$ cat src/shared/cca_pkg.sv
`default_nettype none
package cca_pkg;
  // register indices; the byte address is four times the index
  localparam logic [7:0] MODE_IDX [3] = '{8'hda, 8'hdb, 8'hdc};
  localparam logic [7:0] VLOW_IDX [3] = '{8'hfb, 8'he9, 8'heb};
  localparam logic [7:0] VHIGH_IDX [3] = '{8'hfc, 8'hea, 8'hec};
  localparam logic [7:0] COUNTER_LOW_IDX = 8'hf9;
  localparam logic [7:0] COUNTER_HIGH_IDX = 8'hfa;
  localparam logic [7:0] STATUS_IDX = 8'hd0;
  localparam logic [7:0] IRQ_ENABLE_IDX = 8'hd1;
  localparam logic [7:0] CONTROL_IDX = 8'hd2;

  // field positions and reset values
  localparam int unsigned IDX_LSB = 2;
  localparam int unsigned IDX_MSB = 9;
  localparam int unsigned STATUS_WIDTH = 4;
  localparam int unsigned OVERFLOW_BIT = 3;
  localparam int unsigned RUN_BIT = 0;
  localparam logic [7:0] MODE_RESET = 8'h00;
  localparam logic [15:0] COUNTER_RESET = 16'h0000;
  localparam logic [15:0] VALUE_RESET = 16'h0000;
  localparam logic [3:0] STATUS_RESET = 4'h0;
  localparam logic [3:0] IRQ_ENABLE_RESET = 4'h0;
  localparam logic [15:0] COUNTER_TOP = 16'hffff;

  // ahb-lite encodings
  localparam logic [2:0] HSIZE_WORD = 3'h2;
  localparam logic HRESP_OKAY = 1'b0;

  // one module's mode byte, bit 7 down to bit 0
  typedef struct packed {
    logic wide_pulse_select;
    logic comparator_enable;
    logic rising_capture_enable;
    logic falling_capture_enable;
    logic match_flag_enable;
    logic match_toggle_enable;
    logic pulse_width_enable;
    logic module_flag_irq_mask;
  } mode_s;

  typedef enum logic [1:0] {
    BUS_IDLE = 2'b01,
    BUS_READ = 2'b10
  } bus_state_e;
endpackage
`default_nettype wire

$ cat src/logic/counter_array_ccm.sv
// The implementer's own choice: the AHB-Lite slave port.
`default_nettype none
module counter_array_ccm #(
  parameter int NUM_MODULES = 3
) (
  // clock and reset
  input  wire logic                   clock,
  input  wire logic                   reset,
  // ahb-lite slave
  input  wire logic                   hsel,
  input  wire logic [31:0]            haddr,
  input  wire logic [1:0]             htrans,
  input  wire logic                   hwrite,
  input  wire logic [2:0]             hsize,
  input  wire logic [31:0]            hwdata,
  input  wire logic                   hready,
  output logic                        hreadyout,
  output logic [31:0]                 hrdata,
  output logic                        hresp,
  // capture/compare pins
  input  wire logic [NUM_MODULES-1:0] module_io_pin_in,
  output logic      [NUM_MODULES-1:0] module_io_pin_out,
  output logic      [NUM_MODULES-1:0] module_io_pin_oe_n,
  // interrupt
  output logic                        irq
);

  // addresses are fixed per module, so no more than three fit
  if (NUM_MODULES < 1 || NUM_MODULES > 3) begin : g_bad_count
    $error("NUM_MODULES must be 1 to 3");
  end

  // bus, counter and module state
  cca_pkg::bus_state_e bus_state;
  cca_pkg::mode_s      mode [NUM_MODULES];
  logic [15:0]         value [NUM_MODULES];
  logic [15:0]         counter;
  logic [3:0]          status;
  logic [3:0]          irq_enable;
  logic                run;
  logic                wr_go;
  logic                idx_ok;
  logic [7:0]          idx;
  // pin path: two sync stages, then the edge reference
  logic [NUM_MODULES-1:0] pin_meta;
  logic [NUM_MODULES-1:0] pin_sync;
  logic [NUM_MODULES-1:0] pin_prev;
  logic [NUM_MODULES-1:0] flag_set;
  logic [7:0]          rd_part [NUM_MODULES+1];

  // register index compare, shared by the write and read decoders
  function automatic logic idx_is(input logic [7:0] cur,
                                  input logic [7:0] target);
    return cur == target;
  endfunction

  // module flags sit below the overflow flag in the status byte
  if (cca_pkg::OVERFLOW_BIT < NUM_MODULES ||
      cca_pkg::OVERFLOW_BIT >= cca_pkg::STATUS_WIDTH) begin : g_bad_layout
    $error("status layout cannot hold the module flags");
  end

  // address phase decode
  wire logic       take     = hsel & hready & htrans[1];
  wire logic       addr_ok  = (haddr[1:0] == 2'b00) &
                              (haddr[31:cca_pkg::IDX_MSB+1] == '0) &
                              (hsize == cca_pkg::HSIZE_WORD);
  wire logic       rd_start = take & ~hwrite;
  wire logic       wr_start = take & hwrite & addr_ok;
  wire logic [7:0] wbyte    = hwdata[7:0];

  // one select per common register, shared by the write and read paths
  wire logic       hit_cl   = idx_is(idx, cca_pkg::COUNTER_LOW_IDX);
  wire logic       hit_ch   = idx_is(idx, cca_pkg::COUNTER_HIGH_IDX);
  wire logic       hit_stat = idx_is(idx, cca_pkg::STATUS_IDX);
  wire logic       hit_ien  = idx_is(idx, cca_pkg::IRQ_ENABLE_IDX);
  wire logic       hit_ctrl = idx_is(idx, cca_pkg::CONTROL_IDX);
  wire logic       wr_cl    = wr_go & hit_cl;
  wire logic       wr_ch    = wr_go & hit_ch;
  wire logic       wr_stat  = wr_go & hit_stat;
  wire logic       wr_ien   = wr_go & hit_ien;
  wire logic       wr_ctrl  = wr_go & hit_ctrl;

  // common registers on the read side; modules add theirs below
  wire logic [7:0] rd_common =
    ({8{hit_cl}} & counter[7:0]) |
    ({8{hit_ch}} & counter[15:8]) |
    ({8{hit_stat}} & {4'h0, status}) |
    ({8{hit_ien}} & {4'h0, irq_enable}) |
    ({8{hit_ctrl}} & {7'h00, run});
  assign rd_part[0] = rd_common;
  // unmapped or refused addresses read as zero
  wire logic [7:0] rd_byte = idx_ok ? rd_part[NUM_MODULES] : 8'h00;

  // bus slave: writes complete with no wait, reads take one wait state
  // so a read right after a write sees the written value
  always_ff @(posedge clock) begin
    if (reset) begin
      bus_state <= cca_pkg::BUS_IDLE;
      wr_go     <= 1'b0;
      idx       <= 8'h00;
      idx_ok    <= 1'b0;
      hreadyout <= 1'b1;
      hrdata    <= 32'h0000_0000;
      hresp     <= cca_pkg::HRESP_OKAY;
    end else begin
      wr_go <= wr_start;
      hresp <= cca_pkg::HRESP_OKAY;
      if (take) begin
        idx    <= haddr[cca_pkg::IDX_MSB:cca_pkg::IDX_LSB];
        idx_ok <= addr_ok;
      end
      // only reads leave idle; writes finish in their first data cycle
      case (bus_state)
        cca_pkg::BUS_IDLE: begin
          if (rd_start) begin
            bus_state <= cca_pkg::BUS_READ;
            hreadyout <= 1'b0;
          end
        end
        cca_pkg::BUS_READ: begin
          bus_state <= cca_pkg::BUS_IDLE;
          hreadyout <= 1'b1;
          hrdata    <= {24'h00_0000, rd_byte};
        end
        default: begin
          bus_state <= cca_pkg::BUS_IDLE;
          hreadyout <= 1'b1;
        end
      endcase
    end
  end

  // counter next value; a software write wins over counting
  // no snapshot of the high byte: reading both halves while running
  // may see a carry land between the two reads
  wire logic        cnt_wrap = run & (counter == cca_pkg::COUNTER_TOP) &
                               ~wr_cl & ~wr_ch;
  wire logic [15:0] next_counter =
    wr_cl ? {counter[15:8], wbyte} :
    wr_ch ? {wbyte, counter[7:0]} :
    run   ? counter + 16'h0001 : counter;

  // counter and run flag; run only changes from the bus
  always_ff @(posedge clock) begin
    if (reset) begin
      counter <= cca_pkg::COUNTER_RESET;
      run     <= 1'b0;
    end else begin
      counter <= next_counter;
      if (wr_ctrl) begin
        run <= wbyte[cca_pkg::RUN_BIT];
      end
    end
  end

  // pin synchroniser; only pin_sync feeds the edge detector
  // pin_meta may be metastable, so nothing but pin_sync reads it
  always_ff @(posedge clock) begin
    if (reset) begin
      pin_meta <= '0;
      pin_sync <= '0;
      pin_prev <= '0;
    end else begin
      pin_meta <= module_io_pin_in;
      pin_sync <= pin_meta;
      pin_prev <= pin_sync;
    end
  end

  // per-module capture/compare logic
  for (genvar m = 0; m < NUM_MODULES; m++) begin : g_mod
    // register selects and write strobes of this module
    wire logic hit_mode  = idx_is(idx, cca_pkg::MODE_IDX[m]);
    wire logic hit_vlow  = idx_is(idx, cca_pkg::VLOW_IDX[m]);
    wire logic hit_vhigh = idx_is(idx, cca_pkg::VHIGH_IDX[m]);
    wire logic wr_mode   = wr_go & hit_mode;
    wire logic wr_vlow   = wr_go & hit_vlow;
    wire logic wr_vhigh  = wr_go & hit_vhigh;

    cca_pkg::mode_s md;
    assign md = mode[m];
    // frequency output compares the low byte only and steps it
    wire logic freq  = md.match_toggle_enable & md.pulse_width_enable;
    wire logic pwm   = md.pulse_width_enable & ~md.match_toggle_enable;
    wire logic m_low = counter[7:0] == value[m][7:0];
    wire logic m_all = counter == value[m];
    wire logic match = md.comparator_enable & run &
                       (freq ? m_low : m_all);
    // edges of the synchronised pin; one cycle each
    wire logic rise  = pin_sync[m] & ~pin_prev[m];
    wire logic fall  = ~pin_sync[m] & pin_prev[m];
    wire logic cap_rise = rise & md.rising_capture_enable;
    wire logic cap_fall = fall & md.falling_capture_enable;
    wire logic capture  = cap_rise | cap_fall;
    wire logic tog_hit  = match & md.match_toggle_enable;

    // pulse width: high once the counter reaches the compare value
    wire logic pwm_level = md.wide_pulse_select ?
                           (counter >= value[m]) :
                           (counter[7:0] >= value[m][7:0]);
    wire logic drive = md.comparator_enable &
                       (md.match_toggle_enable | md.pulse_width_enable);

    // flag sources and this module's share of the read mux
    assign flag_set[m] = capture |
                         (match & md.match_flag_enable);
    assign rd_part[m+1] = rd_part[m] |
                          ({8{hit_mode}} & md) |
                          ({8{hit_vlow}} & value[m][7:0]) |
                          ({8{hit_vhigh}} & value[m][15:8]);

    // mode byte
    always_ff @(posedge clock) begin
      if (reset) begin
        mode[m] <= cca_pkg::MODE_RESET;
      end else if (wr_mode) begin
        mode[m] <= wbyte;
      end
    end

    // value: a capture beats a software write in the same cycle
    // frequency mode steps the next match point by the high byte
    always_ff @(posedge clock) begin
      if (reset) begin
        value[m] <= cca_pkg::VALUE_RESET;
      end else if (capture) begin
        value[m] <= counter;
      end else if (freq && match) begin
        value[m][7:0] <= value[m][7:0] + value[m][15:8];
      end else if (wr_vlow) begin
        value[m][7:0] <= wbyte;
      end else if (wr_vhigh) begin
        value[m][15:8] <= wbyte;
      end
    end

    // pin driver; enable is low while the pin is driven
    // pwm level lags the counter by one cycle through this flop
    always_ff @(posedge clock) begin
      if (reset) begin
        module_io_pin_out[m]  <= 1'b0;
        module_io_pin_oe_n[m] <= 1'b1;
      end else begin
        module_io_pin_oe_n[m] <= ~drive;
        if (md.comparator_enable && pwm) begin
          module_io_pin_out[m] <= pwm_level;
        end else if (tog_hit) begin
          module_io_pin_out[m] <= ~module_io_pin_out[m];
        end
      end
    end
  end

  // sticky status; an event in the clearing cycle survives the clear
  logic [3:0] set_vec;
  logic [3:0] flag_mask;
  always_comb begin
    set_vec   = '0;
    flag_mask = '0;
    set_vec[cca_pkg::OVERFLOW_BIT]   = cnt_wrap;
    flag_mask[cca_pkg::OVERFLOW_BIT] = 1'b1;
    for (int i = 0; i < NUM_MODULES; i++) begin
      set_vec[i]   = flag_set[i];
      flag_mask[i] = mode[i].module_flag_irq_mask;
    end
  end
  wire logic [3:0] w1c         = wr_stat ? wbyte[3:0] : 4'h0;
  wire logic [3:0] next_status = (status & ~w1c) | set_vec;
  // irq looks at next_status so it rises with the flag, not after it
  wire logic [3:0] next_irq    = next_status & irq_enable & flag_mask;

  // status, enable and registered interrupt
  always_ff @(posedge clock) begin
    if (reset) begin
      status     <= cca_pkg::STATUS_RESET;
      irq_enable <= cca_pkg::IRQ_ENABLE_RESET;
      irq        <= 1'b0;
    end else begin
      status <= next_status;
      if (wr_ien) begin
        irq_enable <= wbyte[3:0];
      end
      irq <= |next_irq;
    end
  end

endmodule
`default_nettype wire

$ cat config.mk
export PLATFORM = sky130hd
export DESIGN_NAME = counter_array_ccm
export DESIGN_NICKNAME = d
export VERILOG_FILES = /design/src/shared/cca_pkg.sv /design/src/logic/counter_array_ccm.sv
export SDC_FILE = /design/constraint.sdc
export NUM_CORES = 1
export LEC_CHECK = 0
export BUFFER_PORTS_ARGS = -buffer_cell sky130_fd_sc_hd__buf_2
export CAP_MARGIN = 5
export CORE_MARGIN = 5
export CORE_UTILIZATION = 60
export DETAILED_ROUTE_END_ITERATION = 10
export HOLD_SLACK_MARGIN = 0.08
export PLACE_DENSITY = 0.88
export SETUP_SLACK_MARGIN = 0.15
export SLEW_MARGIN = 25
export SYNTH_ARGS = -nofsm -noshare
export SYNTH_HDL_FRONTEND = slang
export SYNTH_SLANG_ARGS = --single-unit
$ cat constraint.sdc
create_clock -name clock -period 6.55 [get_ports clock]
set_input_delay 0.9825 -clock clock [delete_from_list [all_inputs] [get_ports clock]]
set_output_delay 0.9825 -clock clock [all_outputs]
set_load 0.01 [all_outputs]
==> results.md <==
STA:
- The clock period could shrink to 3.37 ns.
- Derived from the worst setup path, the maximum achievable clock frequency is 296 MHz.
- After routing, the total negative slack on setup checks comes to 0 ns.
- For the pin with the worst max-slew slack, the measured transition is 1.06 ns.
- After layout, the worst path uses 51.5% of the clock period.
- The final clock skew is 0.00927 ns.
- The total count of hold-check failures in the final report is 0.
- The normalized max-slew margin is 29.2%.
- The number of endpoints failing setup at the final stage is 0.
- The final critical-path setup slack is 3.18 ns.
- The final-report max-slew violation count is 0.
- Setup repair after global routing left no endpoint under its margin.

Detailed routing:
- The amount of wire on met2 after detailed routing is 12.4 mm.
- The routed design has 28.8 mm of wire.
- The routed layout has 8,522 vias.
- The length of routed met3 wiring is 4.12 mm.
- After detailed routing, the wire length on met1 is 10.1 mm.
- The number of detailed-route iterations in the first pass is 9.
- The average wire per cell in the routed design is 23.4 um.
- The detailed router finished its first iteration with 1,114 violations.
- The detailed router used layers up to and including met4.
- After detailed routing, the number of vias per cell comes to 6.91.
- The number of antenna-violating nets in the routed design is 0.
- The DRC violations left is 0.

Synth:
- The number of distinct standard cells referenced by the synthesized netlist is 76.
- The number of register bits inferred by synthesis is 133.
- In this run the cell area of the synthesized design comes to 0.00907 mm^2.
- The synthesized netlist cell count is 1,002.
- In the synthesized netlist the async set-or-reset flop fraction comes to 0%.
- For this run, the number of Yosys warnings is 0.
- The leading register cell type out of synthesis is sky130_fd_sc_hd__edfxtp_1.
- The per-instance average area after synthesis is 9.05 um^2.
- Summing the sequential cell areas from Yosys gives 37.3% of the chip area.
- Counting flops with a built-in enable in the synthesized netlist gives 72.

Setup path:
- The launching instance or port of the critical path is reset.
- For flop-to-flop paths, the worst setup slack is 3.20 ns.
- The delay contributed by the slowest stage of the critical path is 0.64 ns.
- The category of the most critical setup path is primary input to flop.
- The number of cells traversed by the worst register-to-register path is 5.
- The startpoint kind of the worst setup timing path is a primary input.
- The worst setup path is captured at a flop.
- The endpoint of the lowest-slack register-to-register path is value[1][6].
- The buffers plus inverters on the worst setup path is 2.
- Among the stages of the critical path, the cell type that occurs most often is sky130_fd_sc_hd__or3_1.
- For this design, the slowest cell found on the critical path is sky130_fd_sc_hd__inv_1.
- For the worst setup path, the data required time is 6.65 ns.
- Walking the worst path, the cells encountered are buf_2, inv_1, nand3_1, or3_1, nor2_1, or3_1.
- Of all nets on the critical path, the largest fanout is 22.
- The critical register-to-register path startpoint is idx[0].
- The cell type group with the largest total delay on the critical path is simple AND/OR/NAND/NOR gates.
- The worst endpoint data arrival time is 3.48 ns.

Hold path:
- The beginning of the worst hold path is pin_meta[0].
- The terminating pin of the worst hold path is pin_sync[0].
- Along the worst hold path, the cell count comes to 1.
- The type of the most critical hold path is flop to flop.

Place:
- At the end of routability-driven placement, the weighted congestion stood at 1.01.
- The detailed placement HPWL is 20.4 mm.
- At the placement stage, the worst setup path has a slack of 2.83 ns.
- The number of port buffers is 67.

Layout:
- The synthesis-to-layout area growth is 9.58%.
- Leaving out fill and tap cells, the most frequent cell in the layout is sky130_fd_sc_hd__nand2_1.
- The sequential cells in the finished layout cover a total of 0.00338 mm^2.
- Leaving out fill and tap cells, the most frequent cells in the layout are sky130_fd_sc_hd__nand2_1 (82), sky130_fd_sc_hd__a21oi_1 (76), sky130_fd_sc_hd__edfxtp_1 (72), sky130_fd_sc_hd__inv_1 (71), sky130_fd_sc_hd__ha_1 (70).
- The multi-input logic area is 0.00502 mm^2.
- Once layout is complete, the utilization of the core stands at 66.1%.
- The fraction of final layout cells sized beyond drive strength 1 is 12.2%.
- The number of antenna repair diodes is 0.
- The number of fillers in the final layout is 1,168.
- The layout net count is 1,183.

Clocking:
- The clock edge transition at the registers on the reported setup and hold paths is 0.06 ns.
- The post-CTS repair timing setup buffer count is 0.
- The number of instances resized during post-cts repair is 0.
- The largest buffer count on any clock path is 2.
- The clock tree synthesis step divided the H-tree into 4 levels.
- TritonCTS built the clock tree.
- The number of sinks driven by the clock tree is 133.
- The clock root buffer is sky130_fd_sc_hd__clkbuf_16.
- Buffers inserted during clock tree synthesis total 17.
- The later pin in the worst-skew pair is clocked with a latency of 0.44 ns.
- The hold buffer count at cts is 0.

Power and ir drop:
- The worst IR drop on VDD is 180 uV.
- The leakage power is 4.03 nW.
- The power per unit of standard cell area is 214 mW/mm^2.

Die:
- Once the floorplan was initialized, standard cells occupied 60.3% of the core.
- In this run the core area contains 45 standard-cell rows.
- The number of top-level pins is 118.
- The die is 133 um wide.
- The floorplan core area is 0.0150 mm^2.
- The area of the die is 0.0177 mm^2.
- The die is 133 um tall.

Global routing:
- The number of global-route vias before repair is 8,098.
- The initial antenna violation count came to 0.
- Global routing used 32.3% of the available tracks across all layers.
- The first global-routing pass estimated 44.4 mm of wire.
- The total congestion overflow is 0.
- Entering global routing, the biggest net connects 48 pins.

Flow run:
- Max-cap violations in this run came to 0.

Status:
- The run finished with clean final reports.
metal layers:
layer  up-vias  track usage (%)
li1       3744                -
met1      3889             39.9
met2       706             48.6
met3       183             10.0
met4         0             21.5
met5         -                0
how the worst max path moves through the flow:
stage                                      end  slack, ns  cells after the start
final                              value[2][1]       3.18                      6
after global routing               value[2][6]       3.03                      6
after CTS                          value[2][4]       3.32                      6
after detailed placement           value[2][4]       2.83                      6
after global placement             value[2][4]       2.85                      6
after floorplan           module_io_pin_out[2]       4.06                      8
report_power, final:
part           switching (W)  internal (W)  total, W
Sequential         0.0000283      0.000902  0.000930
Clock               0.000376      0.000654   0.00103
Combinational       0.000109     0.0000583  0.000167
Total               0.000513       0.00161   0.00213
synth_stat cells (all sizes together) (3+ instances only):
cell     n  area share, %
a211oi  12            1.0
a21o    19            1.6
a21oi   76            4.2
a221o    6           0.66
a221oi  10           0.97
a222oi  10            1.1
a22o    32            3.1
a22oi   19            1.6
a311oi   3           0.29
a31oi    6           0.41
and2     5           0.34
and3    19            1.4
and4     4           0.39
and4b    3           0.33
buf     56            4.1
clkbuf  31            1.3
dfxtp   61             13
edfxtp  72             24
fa       3           0.66
ha      70            9.7
inv     71            2.9
mux2     5           0.62
mux2i    7           0.77
nand2   82            3.4
nand2b   8           0.55
nand3   35            2.2
nand3b   7           0.58
nand4   18            1.2
nor2    48            2.2
nor2b   24            1.7
nor3    38            2.2
nor4    13            1.3
o211ai   6           0.50
o21ai   50            2.8
o22ai   12           0.83
o41ai    4           0.39
or3      3           0.21
xnor2   14            1.4
xor2    14            1.4
worst reg2reg max path: stages, from the launching register on:
cell and delay [ns]:
sky130_fd_sc_hd__dfxtp_1 0.85, sky130_fd_sc_hd__nor2b_1 0.70, sky130_fd_sc_hd__nand2_1 0.32, sky130_fd_sc_hd__nor4_2 0.96, sky130_fd_sc_hd__a22oi_1 0.17, sky130_fd_sc_hd__o21ai_1 0.18
logic make-up after synthesis:
family / Yosys count / synth area share, %
compound gates: 279 / 20.9
other cells: 1 / 0.0414
simple gates: 318 / 19.0
buf+inv: 158 / 8.28
fa+ha+maj: 73 / 10.3
flops: 133 / 37.3
xor+xnor: 28 / 2.70
mux: 12 / 1.39
per-stage QoR:
stage	std cells	power [W]	instance area, um^2	hold slack, ns
2_1_floorplan	1026	0.00105	9160	0.414
3_3_place_gp	1202	0.00110	9310	0.421
3_5_place_dp	1202	0.00111	9310	0.426
4_1_cts	1234	0.00212	9940	0.439
5_1_grt	1234	0.00218	9940	0.457
6_report	1234	0.00213	9940	0.438
layout make-up:
class / instances / area share (%)
Clock inverter: 13 / 1.80
Clock buffer: 19 / 4.56
Sequential cell: 133 / 34.0
Multi-Input combinational cell: 735 / 50.6
Timing Repair Buffer: 75 / 3.98
Inverter: 71 / 2.68
Tap cell: 188 / 2.37
state kept, by name, summed over array words and instances, names as in the netlist:
signal              cells
value                  48
mode                   24
counter                16
hrdata                  8
idx                     8
irq_enable              4
status                  4
module_io_pin_oe_n      3
module_io_pin_out       3
pin_meta                3
pin_prev                3
pin_sync                3
bus_state               2
idx_ok                  1
irq                     1
run                     1
wr_go                   1
(Power assumes the default switching activity.)
